$ cat src/rtl/dcsr_consts.svh
// dcsr_consts.svh: offsets, field positions, reset values
// assumes: included by the package and by the register bank
`ifndef DCSR_CONSTS_SVH
`define DCSR_CONSTS_SVH

// ----------------------------------------
// register byte addresses (low 8 bits)
// ----------------------------------------
`define DCSR_AW 8
`define DCSR_A_SCRATCH 8'h00
`define DCSR_A_OE 8'h04
`define DCSR_A_RESTART 8'h08
`define DCSR_A_DIVSYNC 8'h0c
`define DCSR_A_STARTUP 8'h10
`define DCSR_A_CFG 8'h14

// ----------------------------------------
// reset values
// ----------------------------------------
`define DCSR_SCRATCH_RST 32'h0000_0000
`define DCSR_OE_RST 1'h1
`define DCSR_RELATCH_RST 1'h0
`define DCSR_DISOE_RST 1'h1

// ----------------------------------------
// field positions
// ----------------------------------------
`define DCSR_OE_GLOBAL 0
`define DCSR_RS_SOFT 0
`define DCSR_RS_REINIT 1
`define DCSR_DS_ALL 0
`define DCSR_DS_FOD_LO 4
`define DCSR_DS_FOD_HI 6
`define DCSR_DS_OSC 7
`define DCSR_ST_SER_LO 12
`define DCSR_ST_SER_HI 15
`define DCSR_ST_GP_LO 0
`define DCSR_ST_GP_HI 4
`define DCSR_CFG_RELATCH 0
`define DCSR_CFG_DISOE 1

// ----------------------------------------
// sizes
// ----------------------------------------
`define DCSR_NUM_OUT 8
`define DCSR_NUM_GRP 4
`define DCSR_GRP_W 2

`endif

$ cat src/rtl/dcsr_pkg.sv
// dcsr_pkg.sv: types and helpers of the control/status bank
// assumes: dcsr_consts.svh on the include path
`default_nettype none
`include "dcsr_consts.svh"

package dcsr_pkg;

  // sync sequencer states
  typedef enum logic {SEQ_IDLE, SEQ_RUN} dcsr_seq_state_t;

  // one-hot of a divider group index
  function automatic logic [`DCSR_NUM_GRP-1:0] dcsrOneHot(input logic [`DCSR_GRP_W-1:0] idx);
    dcsrOneHot = 4'h1 << idx;
  endfunction

  // lowest set group wins: osc first, then fod0, fod1, fod2
  function automatic logic [`DCSR_GRP_W-1:0] dcsrFirst(input logic [`DCSR_NUM_GRP-1:0] v);
    dcsrFirst = v[0] ? 2'h0 : v[1] ? 2'h1 : v[2] ? 2'h2 : 2'h3;
  endfunction

endpackage

`default_nettype wire

$ cat src/rtl/dcsr_sync_seq.sv
// dcsr_sync_seq.sv: walks pending divider resyncs one group at a time
// assumes: grpDone is a one-cycle pulse from the divider logic
`timescale 1ns/1ps
`default_nettype none

module dcsr_sync_seq
  import dcsr_pkg::*;
(
  input wire logic clk,
  input wire logic rstn,
  input wire logic [`DCSR_NUM_GRP-1:0] setReq,
  input wire logic [`DCSR_NUM_GRP-1:0] grpDone,
  output logic [`DCSR_NUM_GRP-1:0] grpStart,
  output logic [`DCSR_NUM_GRP-1:0] grpActive,
  output logic [`DCSR_NUM_GRP-1:0] pending
);

  // ----------------------------------------
  // state
  // ----------------------------------------
  dcsr_seq_state_t state_r, state_nxt; // idle or one group running
  logic [`DCSR_NUM_GRP-1:0] pend_r, pend_nxt; // requested, not finished
  logic [`DCSR_GRP_W-1:0] cur_r, cur_nxt; // group in progress
  logic [`DCSR_NUM_GRP-1:0] act_r; // running group, one-hot

  // ----------------------------------------
  // decode
  // ----------------------------------------
  wire logic curDone = (state_r == SEQ_RUN) && grpDone[cur_r]; // running group finished
  wire logic [`DCSR_NUM_GRP-1:0] clrMask = curDone ? dcsrOneHot(cur_r) : 4'h0;
  wire logic launch = (state_r == SEQ_IDLE) && (|pend_r); // start next group
  wire logic [`DCSR_GRP_W-1:0] nextGrp = dcsrFirst(pend_r);

  assign pend_nxt = (pend_r & ~clrMask) | setReq;
  assign grpStart = launch ? dcsrOneHot(nextGrp) : 4'h0;
  assign grpActive = act_r;
  assign pending = pend_r;

  // next state
  always_comb begin
    state_nxt = state_r;
    cur_nxt = cur_r;
    case (state_r)
      SEQ_IDLE: begin
        if (launch) begin // fixed order, lowest first
          state_nxt = SEQ_RUN;
          cur_nxt = nextGrp;
        end
      end
      SEQ_RUN: begin
        if (curDone) begin
          state_nxt = SEQ_IDLE;
        end
      end
      default: state_nxt = SEQ_IDLE;
    endcase
  end

  // registers
  always_ff @(posedge clk) begin
    if (!rstn) begin
      state_r <= SEQ_IDLE;
      pend_r <= 4'h0;
      cur_r <= 2'h0;
      act_r <= 4'h0;
    end else begin
      state_r <= state_nxt;
      pend_r <= pend_nxt;
      cur_r <= cur_nxt;
      act_r <= (state_nxt == SEQ_RUN) ? dcsrOneHot(cur_nxt) : 4'h0;
    end
  end

endmodule // dcsr_sync_seq

`default_nettype wire

$ cat src/rtl/dcsr_regs.sv
// dcsr_regs.sv: device control and status register bank on AHB-Lite
// assumes: single clock clk, sync active-low rstn; pins are asynchronous
//
// Operation
// - 32-bit scratch word, reset zero, no effect
// - global enable zero disables every output
// - global enable one: per-output enables rule
// - global enable at bit 0, resets one
// - reinit restarts at calibration, includes divider sync
// - soft restart bit restarts, then self-clears
// - soft restart relatches straps only when allowed
// - bit 7 resyncs oscillator dividers, reads busy
// - bits 6:4 set fractional resyncs, read busy
// - bit 0 syncs all dividers, auto-clears
// - chip-wide sync order: osc, fod0, fod1, fod2
// - master reset rise latches serial pins 15:12
// - same edge latches general pins; 11:5 zero
// - optionally force outputs off while syncing
// - relatch config bit, reset zero
//
// Implementation choices: the address map and the AHB-Lite register port.
`timescale 1ns/1ps
`default_nettype none

`include "dcsr_consts.svh"

module dcsr_regs
  import dcsr_pkg::*;
(
  input wire logic clk,
  input wire logic rstn,
  // ahb-lite slave
  input wire logic hsel,
  input wire logic [31:0] haddr,
  input wire logic [1:0] htrans,
  input wire logic hwrite,
  input wire logic [2:0] hsize,
  input wire logic [31:0] hwdata,
  input wire logic hready,
  output logic [31:0] hrdata,
  output logic hreadyout,
  output logic hresp,
  // device pins
  input wire logic masterResetPin,
  input wire logic [3:0] serialPins,
  input wire logic [4:0] generalPins,
  // output driver control
  input wire logic [`DCSR_NUM_OUT-1:0] outIndivEn,
  input wire logic [`DCSR_NUM_OUT*`DCSR_GRP_W-1:0] outGroup,
  output logic [`DCSR_NUM_OUT-1:0] clkOutEn,
  // startup sequencer
  output logic seqRestart,
  output logic seqReinit,
  input wire logic startupSyncReq,
  // divider sync handshake
  input wire logic [`DCSR_NUM_GRP-1:0] grpDone,
  output logic [`DCSR_NUM_GRP-1:0] grpStart,
  output logic [`DCSR_NUM_GRP-1:0] syncActive
);

  // ----------------------------------------
  // bus data phase tracking
  // ----------------------------------------
  logic dpWrite_r; // write data phase pending
  logic dpRead_r; // read data phase pending
  logic rdOk_r; // read data now on hrdata
  logic [`DCSR_AW-1:0] dpAddr_r; // latched byte address
  logic [31:0] hrdata_r; // read data register

  // address and direction are taken only while the slave is ready,
  // so a read wait state never loses the next address phase
  // address phase accepted
  wire logic addrPhase = hsel && hready && htrans[1];
  // reads take one wait state, writes none
  wire logic slvReady = !(dpRead_r && !rdOk_r);
  // the only write strobe into the bank
  wire logic wrFire = dpWrite_r;

  assign hreadyout = slvReady;
  assign hresp = 1'b0; // always okay
  assign hrdata = hrdata_r;

  // latch address phase while ready
  always_ff @(posedge clk) begin
    if (!rstn) begin
      dpWrite_r <= 1'b0;
      dpRead_r <= 1'b0;
      dpAddr_r <= 8'h00;
    end else if (slvReady) begin
      dpWrite_r <= addrPhase && hwrite;
      dpRead_r <= addrPhase && !hwrite;
      dpAddr_r <= haddr[`DCSR_AW-1:0];
    end
  end

  // flag is high for exactly one cycle per read: the cycle in
  // which hrdata stands and hreadyout comes back high
  // read wait-state flag
  always_ff @(posedge clk) begin
    if (!rstn) begin
      rdOk_r <= 1'b0;
    end else begin
      rdOk_r <= dpRead_r && !rdOk_r;
    end
  end

  // ----------------------------------------
  // address decode
  // ----------------------------------------
  // only the low address byte is decoded; upper bits alias
  wire logic hitScratch = (dpAddr_r == `DCSR_A_SCRATCH);
  wire logic hitOe = (dpAddr_r == `DCSR_A_OE);
  wire logic hitRestart = (dpAddr_r == `DCSR_A_RESTART);
  wire logic hitDivSync = (dpAddr_r == `DCSR_A_DIVSYNC);
  wire logic hitStartup = (dpAddr_r == `DCSR_A_STARTUP);
  wire logic hitCfg = (dpAddr_r == `DCSR_A_CFG);

  // per-register write strobes; startup has none
  wire logic wrScratch = wrFire && hitScratch;
  wire logic wrOe = wrFire && hitOe;
  wire logic wrRestart = wrFire && hitRestart;
  wire logic wrDivSync = wrFire && hitDivSync;
  wire logic wrCfg = wrFire && hitCfg;

  // ----------------------------------------
  // software registers
  // ----------------------------------------
  logic [31:0] scratch_r; // software-only word
  logic oeGlobal_r; // global output enable
  logic relatch_r; // relatch straps on soft restart
  logic disOe_r; // drop outputs while resyncing
  logic reinit_r; // loop reinit bit as written
  logic softBit_r; // soft restart, one cycle
  logic reinitPulse_r; // reinit strobe to sequencer

  // write-one triggers
  wire logic softWr = wrRestart && hwdata[`DCSR_RS_SOFT];
  wire logic reinitWr = wrRestart && hwdata[`DCSR_RS_REINIT];

  // scratch word: stored and read, drives nothing
  always_ff @(posedge clk) begin
    if (!rstn) begin
      scratch_r <= `DCSR_SCRATCH_RST;
    end else if (wrScratch) begin
      scratch_r <= hwdata;
    end
  end

  // global output enable
  always_ff @(posedge clk) begin
    if (!rstn) begin
      oeGlobal_r <= `DCSR_OE_RST;
    end else if (wrOe) begin
      oeGlobal_r <= hwdata[`DCSR_OE_GLOBAL];
    end
  end

  // configuration bits
  always_ff @(posedge clk) begin
    if (!rstn) begin
      relatch_r <= `DCSR_RELATCH_RST;
      disOe_r <= `DCSR_DISOE_RST;
    end else if (wrCfg) begin
      relatch_r <= hwdata[`DCSR_CFG_RELATCH];
      disOe_r <= hwdata[`DCSR_CFG_DISOE];
    end
  end

  // reinit is kept as written so software reads back its request;
  // the startup sequencer only ever sees the one-cycle strobe
  // reinit bit keeps its written value
  always_ff @(posedge clk) begin
    if (!rstn) begin
      reinit_r <= 1'b0;
    end else if (wrRestart) begin
      reinit_r <= hwdata[`DCSR_RS_REINIT];
    end
  end

  // restart strobes; soft bit clears itself after one cycle
  always_ff @(posedge clk) begin
    if (!rstn) begin
      softBit_r <= 1'b0;
      reinitPulse_r <= 1'b0;
    end else begin
      softBit_r <= softWr;
      reinitPulse_r <= reinitWr;
    end
  end

  assign seqRestart = softBit_r;
  assign seqReinit = reinitPulse_r;

  // ----------------------------------------
  // divider resync requests
  // ----------------------------------------
  logic divAll_r; // chip-wide sync in progress
  logic [`DCSR_NUM_GRP-1:0] seqPend; // groups not yet resynced
  logic [`DCSR_NUM_GRP-1:0] seqStart; // group launch strobes
  logic [`DCSR_NUM_GRP-1:0] seqActive; // group now resyncing

  // a chip-wide request just marks every group pending; the
  // sequencer then walks them in its fixed order
  // chip-wide trigger: software bit or restarted startup
  wire logic allTrig = (wrDivSync && hwdata[`DCSR_DS_ALL]) || startupSyncReq;
  // group 0 oscillator, groups 1..3 fractional dividers 0..2
  wire logic [`DCSR_NUM_GRP-1:0] swSet = wrDivSync ?
    {hwdata[`DCSR_DS_FOD_HI:`DCSR_DS_FOD_LO], hwdata[`DCSR_DS_OSC]} : 4'h0;
  wire logic [`DCSR_NUM_GRP-1:0] grpSet = swSet | {`DCSR_NUM_GRP{allTrig}};

  // chip-wide flag: set wins, clears when nothing pending
  always_ff @(posedge clk) begin
    if (!rstn) begin
      divAll_r <= 1'b0;
    end else if (allTrig) begin
      divAll_r <= 1'b1;
    end else if (!(|seqPend)) begin
      divAll_r <= 1'b0;
    end
  end

  // runs pending groups one at a time in fixed order
  dcsr_sync_seq u_seq (
    .clk(clk),
    .rstn(rstn),
    .setReq(grpSet),
    .grpDone(grpDone),
    .grpStart(seqStart),
    .grpActive(seqActive),
    .pending(seqPend)
  );

  assign grpStart = seqStart;
  assign syncActive = seqActive;

  // ----------------------------------------
  // pin synchronisers and strap capture
  // ----------------------------------------
  logic mrMeta_r, mrSync_r, mrDly_r; // master reset pin
  logic [3:0] serMeta_r, serSync_r; // serial pins
  logic [4:0] gpMeta_r, gpSync_r; // general pins
  logic [3:0] serCap_r; // latched serial levels
  logic [4:0] gpCap_r; // latched general levels

  // straps are taken from the second stage only, so a first stage
  // that is still settling is never latched into status
  // two flops per pin before any use
  always_ff @(posedge clk) begin
    if (!rstn) begin
      mrMeta_r <= 1'b0;
      mrSync_r <= 1'b0;
      mrDly_r <= 1'b0;
      serMeta_r <= 4'h0;
      serSync_r <= 4'h0;
      gpMeta_r <= 5'h00;
      gpSync_r <= 5'h00;
    end else begin
      mrMeta_r <= masterResetPin;
      mrSync_r <= mrMeta_r;
      mrDly_r <= mrSync_r;
      serMeta_r <= serialPins;
      serSync_r <= serMeta_r;
      gpMeta_r <= generalPins;
      gpSync_r <= gpMeta_r;
    end
  end

  // a pin already high when rstn lifts reads as a rising edge and
  // captures, as a part leaving reset with the pin up would
  // rising edge of the synchronised master reset
  wire logic mrRise = mrSync_r && !mrDly_r;
  // soft restart relatches only if configured
  wire logic relatchNow = softWr && relatch_r;
  wire logic capture = mrRise || relatchNow;

  // strap capture registers
  always_ff @(posedge clk) begin
    if (!rstn) begin
      serCap_r <= 4'h0;
      gpCap_r <= 5'h00;
    end else if (capture) begin
      serCap_r <= serSync_r;
      gpCap_r <= gpSync_r;
    end
  end

  // ----------------------------------------
  // output enable gating
  // ----------------------------------------
  logic [`DCSR_NUM_OUT-1:0] oeNxt; // combined enable per output
  logic [`DCSR_NUM_OUT-1:0] clkOutEn_r; // registered enables

  // per output: global, own enable, resync blanking
  genvar gi;
  generate
    for (gi = 0; gi < `DCSR_NUM_OUT; gi = gi + 1) begin : g_oe
      wire logic [`DCSR_GRP_W-1:0] grp = outGroup[gi*`DCSR_GRP_W +: `DCSR_GRP_W];
      wire logic blank = disOe_r && seqActive[grp];
      assign oeNxt[gi] = oeGlobal_r && outIndivEn[gi] && !blank;
    end
  endgenerate

  // registering keeps glitches of group select and sequencer
  // state off the output drivers, at one cycle of latency
  // register the driver enables
  always_ff @(posedge clk) begin
    if (!rstn) begin
      clkOutEn_r <= {`DCSR_NUM_OUT{1'b0}};
    end else begin
      clkOutEn_r <= oeNxt;
    end
  end

  assign clkOutEn = clkOutEn_r;

  // ----------------------------------------
  // read data
  // ----------------------------------------
  // restart readback: soft bit shows its one-cycle life
  wire logic [31:0] rdRestart = {30'h0, reinit_r, softBit_r};
  // busy bits read one until their group finishes
  wire logic [31:0] rdDivSync =
    {24'h0, seqPend[0], seqPend[3:1], 3'h0, divAll_r};
  // status: reserved 11:5 read zero
  wire logic [31:0] rdStartup = {16'h0, serCap_r, 7'h00, gpCap_r};
  wire logic [31:0] rdOe = {31'h0, oeGlobal_r};
  wire logic [31:0] rdCfg = {30'h0, disOe_r, relatch_r};

  // reserved fields are zero padding here, never stored
  // unmapped addresses read zero
  wire logic [31:0] rdMux =
    hitScratch ? scratch_r :
    hitOe ? rdOe :
    hitRestart ? rdRestart :
    hitDivSync ? rdDivSync :
    hitStartup ? rdStartup :
    hitCfg ? rdCfg : 32'h0;

  // load read data in the wait-state cycle
  always_ff @(posedge clk) begin
    if (!rstn) begin
      hrdata_r <= 32'h0;
    end else if (dpRead_r && !rdOk_r) begin
      hrdata_r <= rdMux;
    end
  end

endmodule // dcsr_regs

`default_nettype wire

$ cat config.mk
export PLATFORM = sky130hd
export DESIGN_NAME = dcsr_regs
export DESIGN_NICKNAME = d
export VERILOG_FILES = /design/src/rtl/dcsr_pkg.sv /design/src/rtl/dcsr_sync_seq.sv /design/src/rtl/dcsr_regs.sv
export VERILOG_INCLUDE_DIRS = /design/src /design/src/rtl
export SDC_FILE = /design/constraint.sdc
export NUM_CORES = 1
export LEC_CHECK = 0
export BUFFER_PORTS_ARGS = -buffer_cell sky130_fd_sc_hd__buf_2
export CORE_ASPECT_RATIO = 0.75
export CORE_MARGIN = 3
export CORE_UTILIZATION = 25
export CTS_BUF_LIST = sky130_fd_sc_hd__clkbuf_8
export DETAILED_ROUTE_END_ITERATION = 8
export PLACE_DENSITY = 0.51
export SLEW_MARGIN = 40
export SYNTH_ARGS = -nofsm -noshare
export SYNTH_HDL_FRONTEND = slang
export SYNTH_HIERARCHICAL = 1
export SYNTH_SLANG_ARGS = --single-unit
$ cat constraint.sdc
create_clock -name clk -period 1.97 [get_ports clk]
set_clock_uncertainty 0.15 [all_clocks]
set_input_delay 0.197 -clock clk [delete_from_list [all_inputs] [get_ports clk]]
set_output_delay 0.197 -clock clk [all_outputs]
set_load 0.01 [all_outputs]
Word-level counts from Yosys, hierarchy flattened
Cells that the tools add are included.
{"block": "totals", "rom_bits": 0, "mem_count": 0, "output_inout_bits": 52, "word_cells": 145, "latchBits": 0, "reg_bits": 131, "mem_bits_rw": 0, "input_bits": 113}
{"block": "classes", "n_reduce_logical": 58, "n_mux": 37, "shift": 3, "n_addsub": 0, "n_eq_ne": 6, "div": 0, "bitwise_logic": 5, "multipliers": 0, "order_cmp": 9}
{"op": "$mux 16", "count": 4}
{"op": "$logic_and 1x1->1", "count": 41}
{"op": "$mux 32", "count": 1}
{"op": "$lt 2x3->1 const B", "count": 9}
{"op": "$bmux 1 s2", "count": 9}
{"op": "$eq 8x4->1 const B", "count": 2}
{"op": "$eq 8x5->1 const B", "count": 2}
{"op": "$mux 1", "count": 14}
{"op": "$logic_not 1->1", "count": 12}
{"op": "$mux 4", "count": 3}
{"op": "$shl 1x2->4 const A", "count": 3}
{"op": "$mux 2", "count": 5}
{"op": "$eq 8x3->1 const B", "count": 1}
{"op": "$logic_not 8->1", "count": 1}
{"op": "$or 4x4->4", "count": 2}
{"op": "$and 4x4->4", "count": 1}
{"op": "$not 4->4", "count": 1}
{"op": "$reduce_or 4->1", "count": 1}
{"op": "$logic_or 1x1->1", "count": 2}
{"op": "$ne 2x2->1 const B", "count": 1}
{"op": "$pmux 1 s2", "count": 1}
{"op": "$reduce_and 2->1", "count": 1}
{"op": "$not 1->1", "count": 1}

Longest topological paths before layout
{"block": "depth", "ltp_word": 7, "depth_mapped": 7, "depth_no_buf": 5}

Hierarchy
The synthesis kept the hierarchy.
{"module": "dcsr_regs", "area_each_um2": 4819.6, "n_inst": 1, "cells_each": 508, "seq_area_each_um2": 2402.3}
{"module": "dcsr_sync_seq", "area_each_um2": 490.5, "n_inst": 1, "cells_each": 54, "seq_area_each_um2": 220.2}

Worst setup path after synthesis
No wires, ideal clock.
{"block": "synth_timing", "path_kind": "reg2reg", "from": "register dpAddr_r[7]", "to": "register scratch_r[1]", "setup_ps": 122, "t_required_ps": 1698, "path_slack_ps": -47, "path_stages_with_launch": 7, "arrival_ps": 1745, "path_buffers": 2, "synth_period_minus_slack_ps": 2017, "path_cell_list": "dfxtp_1 > or4_4 > or4_1 > clkbuf_1 > clkbuf_1 > nand2_1 > a21boi_0"}
{"block": "synth_via", "elab_chain_cells": 2}
{"item": "start, declared", "line": "dcsr_regs.sv:67", "source": "logic [`DCSR_AW-1:0] dpAddr_r;"}
{"item": "start signal, assigned", "line": "dcsr_regs.sv:92", "source": "dpAddr_r <= haddr[`DCSR_AW-1:0];"}
{"item": "$logic_not 8->1 (no source line)"}
{"item": "$logic_and 1x1->1", "line": "dcsr_regs.sv:119", "source": "wire logic wrScratch = wrFire && hitScratch;"}
{"item": "end signal, assigned", "line": "dcsr_regs.sv:143", "source": "scratch_r <= `DCSR_SCRATCH_RST;"}
{"item": "end signal, assigned", "line": "dcsr_regs.sv:145", "source": "scratch_r <= hwdata;"}
{"item": "end, declared", "line": "dcsr_regs.sv:128", "source": "logic [31:0] scratch_r;"}
No other way between the ends.
A chain may end at the register's enable or synchronous reset.

Final worst setup path
{"block": "layout_timing", "from": "register dpAddr_r[1]", "to": "register u_seq.pend_r[3] (netlist: u_seq/pending[3])"}
{"block": "layout_via", "elab_chain_cells": 6, "word_cells_on_any_way": 7, "cone_classes": "eq/ne (1); mux (1); bitwise (2); reduce/logical (3)"}
{"item": "$eq 8x4->1 (no source line) *"}
{"item": "$logic_and 1x1->1 *", "line": "dcsr_regs.sv:122", "source": "wire logic wrDivSync = wrFire && hitDivSync;"}
{"item": "$logic_and 1x1->1", "line": "dcsr_regs.sv:205", "source": "wire logic allTrig = (wrDivSync && hwdata[`DCSR_DS_ALL]) || startupSyncReq;"}
{"item": "$logic_or 1x1->1", "line": "dcsr_regs.sv:205"}
{"item": "$or 4x4->4 *", "line": "dcsr_regs.sv:209", "source": "wire logic [`DCSR_NUM_GRP-1:0] grpSet = swSet | {`DCSR_NUM_GRP{allTrig}};"}
{"item": "net grpSet[3]", "line": "dcsr_regs.sv:209"}
{"item": "$or 4x4->4 *", "line": "dcsr_sync_seq.sv:34", "source": "assign pend_nxt = (pend_r & ~clrMask) | setReq;"}
{"item": "end signal, assigned", "line": "dcsr_sync_seq.sv:68", "source": "pend_r <= pend_nxt;"}
{"item": "end, declared", "line": "dcsr_sync_seq.sv:22", "source": "logic [`DCSR_NUM_GRP-1:0] pend_r, pend_nxt;"}
Mark *: on every way through the listed nets, which the timed path passes. The rest lies on a longest branch.

==> impl_metrics.py <==
metrics = {
    "outcome": {
        "status": "finished with violations",
        "violations": "negative setup slack",
    },
    "die": {
        "die_area_um2": 23000,
        "core_um2": 20600,
        "start_util_pct": 25.8,
        "io-pin-count": 165,
        "die_y_um": 132,
        "die_x_um": 174,
        "rows": 45,
    },
    "timing": {
        "timing.fmax_mhz": 499,
        "final.min_clock_period_ns": 2.00,
        "rsz0062_at_grt": "yes",
        "hold_slack_ns": 0.0815,
        "drv_slew": 0,
        "setup_viol": 11,
        "hold_viol": 0,
        "worst_slack_ns": -0.0341,
        "period_share_pct": 102,
    },
    "global_route": {
        "grt_usage_pct": 13.5,
        "grt_use_met2_pct": 20.7,
        "met1_usage_pct": 18.6,
        "gr-max-usage-layer": "met2",
        "met3_usage_pct": 3.66,
        "grt_pass1_wl_um": 24800,
        "grt_pass1_vias": 4709,
        "grt-ovfl-total": 0,
        "grt_max_degree": 82,
        "antenna_found_initial": 0,
    },
    "routing": {
        "finalWirelength_um": 16000,
        "avgRoutedWirePerCell_um": 14.9,
        "drt.antenna.violating_nets": 0,
        "viasPerCell": 4.43,
        "dr_total_vias": 4754,
        "drc_errors": 0,
        "drt_iter0_drc": 285,
        "firstDrtPassIters": 4,
    },
    "layout": {
        "design_area_um2": 7780,
        "diodes": 0,
        "fin_cells": 1072,
        "drive_above_1_share_pct": 30.4,
        "layout_common_cells": "buf_2, dfxtp_1, nand2_1, dlygate4sd3_1, nor2b_1",
        "syn_to_final_growth_pct": 46.5,
        "num-nets-final": 892,
        "nFillCells": 2081,
        "final_common_cell": "buf_2",
    },
    "worst_setup_path": {
        "cpLargestDelayFamily": "simple AND/OR/NAND/NOR gates",
        "critPathMaxFanout": 7,
        "worst_path_largest_cell_delay_ns": 0.59,
        "critical-path-slowest-cell": "or4_4",
        "path_class": "reg -> reg",
        "crit_path_start_kind": "flip-flop",
        "crit_required_ns": 2.20,
        "crit_top_cell": "or4_4",
        "crit_chain": "or4_4, or4_4, o21bai_1, a21oi_1, nor2_1",
        "arrival_ns": 2.24,
        "worstSetupEndpointType": "flip-flop",
        "timing.critical_path.buf_inv": 0,
    },
    "clock_tree": {
        "cts_root_buf": "clkbuf_8",
        "clock_latency_ns": 0.44,
        "cts.sinks": 131,
        "path_clk_slew_ns": 0.08,
        "clockBufferDepth": 2,
        "cts_buffers": 17,
        "cts_htree_levels": 4,
        "cts_tree": "yes",
    },
    "logic_synthesis": {
        "synth.distinct_cells": 52,
        "syn_inst": 562,
        "synth_seq_area_share_pct": 49.4,
        "postSynthNetCount": 675,
        "ys_warn_count": 6,
        "synth_flop_cell": "dfxtp_1",
        "ys_ff_latch": 131,
        "synth.area.top_cells": "dfxtp_1, nand2_1, a21boi_1, a22oi_1, nor2b_1",
        "synthesis.area_um2": 5310,
        "postSynth.asyncResetShare_pct": 0,
        "synth_edf_count": 0,
        "yosysTopAreaCell": "dfxtp_1",
        "synth_top_area_share_pct": 49.4,
        "syn_avg_cell_area_um2": 9.45,
    },
    "power_and_ir_drop": {
        "peakVddDrop_v": 0.000362,
        "powerDensity_nw_per_um2": 770,
        "finalPower_mw": 5.99,
        "p_leak_nw": 3.20,
    },
    "run": {
        "cap_violations": 0,
    },
    "placed_design": {
        "dpl_cell_area_um2": 6380,
        "pre_cts_ws_ns": -0.0958,
        "gp_congestion": 0.736,
        "hpwl_um": 10100,
        "port_buffers": 135,
        "dp.cells": 963,
    },
    "min_path": {
        "hold_class": "in -> reg",
    },
}
layer usage:
| layer | up-vias | share of wire [%] |
|---|---|---|
| li1 | 2388 | - |
| met1 | 2243 | 52 |
| met2 | 110 | 43 |
| met3 | 13 | 4.2 |
| met4 | 0 | 1.1 |
| met5 | - | 0 |
report_power, final:
group	leakage (nW)	internal (mW)	switching, mW
combinational	1.92	0.386	0.318
clock	0.218	1.42	1.07
sequential	1.07	2.72	0.0705
total	3.20	4.53	1.45
registers in the layout, indices dropped and copies added, names as in the netlist, 2 cells and up:
register         flops
clkOutEn             8
dpAddr_r             8
gpCap_r              5
gpMeta_r             5
gpSync_r             5
hrdata              32
scratch_r           32
serCap_r             4
serMeta_r            4
serSync_r            4
u_seq/cur_r          2
u_seq/grpActive      4
u_seq/pending        4
area by class of cell:
cell class,count,area (um2),share of cell area (%)
timing repair buffer,242,1810,23.3
inverter,9,33.8,0.434
clock buffer,19,262,3.36
tap,282,353,4.54
sequential,131,2620,33.7
clock inverter,11,164,2.11
multi-input combinational,378,2530,32.6
cells by family (layout without fill, tap and decap cells):
family | Yosys count | count (layout) | share of synthesized area [%]
simple gates | 231 | 231 | 23.0
flops | 131 | 131 | 49.4
compound gates | 117 | 117 | 15.3
buf+inv | 53 | 281 | 4.71
mux | 29 | 29 | 7.49
other cells | 1 | 1 | 0.0706
repair_timing:
item                       CTS  global route
pin swaps                    5             5
hold endpoints to repair    71             0
hold buffers                71             0
cloned                       0             5
gates resized for setup     10            20
buffers inserted             0             3
setup endpoints to repair   73            69
worst reg2reg max path: cells and delay by family, from the launching register on:
family / cells / cell delay (ns)
AOI/OAI and AO/OA: 2 / 0.24
DFF: 1 / 0.31
and+or+nand+nor: 3 / 1.25
worst paths after layout:
| path | depth (start not counted) | end | start | slack [ns] |
|---|---|---|---|---|
| max | 5 | u_seq/pending[3] | dpAddr_r[1] | -0.03 |
| min | 5 | u_seq/pending[0] | grpDone[0] | 0.08 |
| max reg2reg | 5 | u_seq/pending[3] | dpAddr_r[1] | -0.03 |
| min reg2reg | 1 | gpSync_r[4] | gpMeta_r[4] | 0.28 |
per-stage QoR:
stage / TNS (ns) / utilization, %
2_1_floorplan: -1.33 / -
3_3_place_gp: -3.00 / 31.0
3_5_place_dp: -3.40 / 31.0
4_1_cts: -0.287 / 36.8
5_1_grt: -3.25 / 37.8
6_report: -0.133 / 37.8
synthesized netlist by cell type (all sizes together) (2+ instances only):
master / instances
mux4: 8
o21bai: 4
and3: 4
nor4: 5
mux2i: 15
and2b: 2
nor2b: 31
o21ai: 13
a21boi: 40
clkbuf: 29
dfxtp: 131
nand4: 5
o22ai: 4
a221oi: 2
a22oi: 26
or2: 2
a21oi: 23
or4: 4
nand2b: 4
buf: 15
nor3b: 3
mux2: 6
nor2: 16
nor3: 5
inv: 8
and2: 29
nand2: 81
nand3: 34
Power figures use the tool's default switching activity.
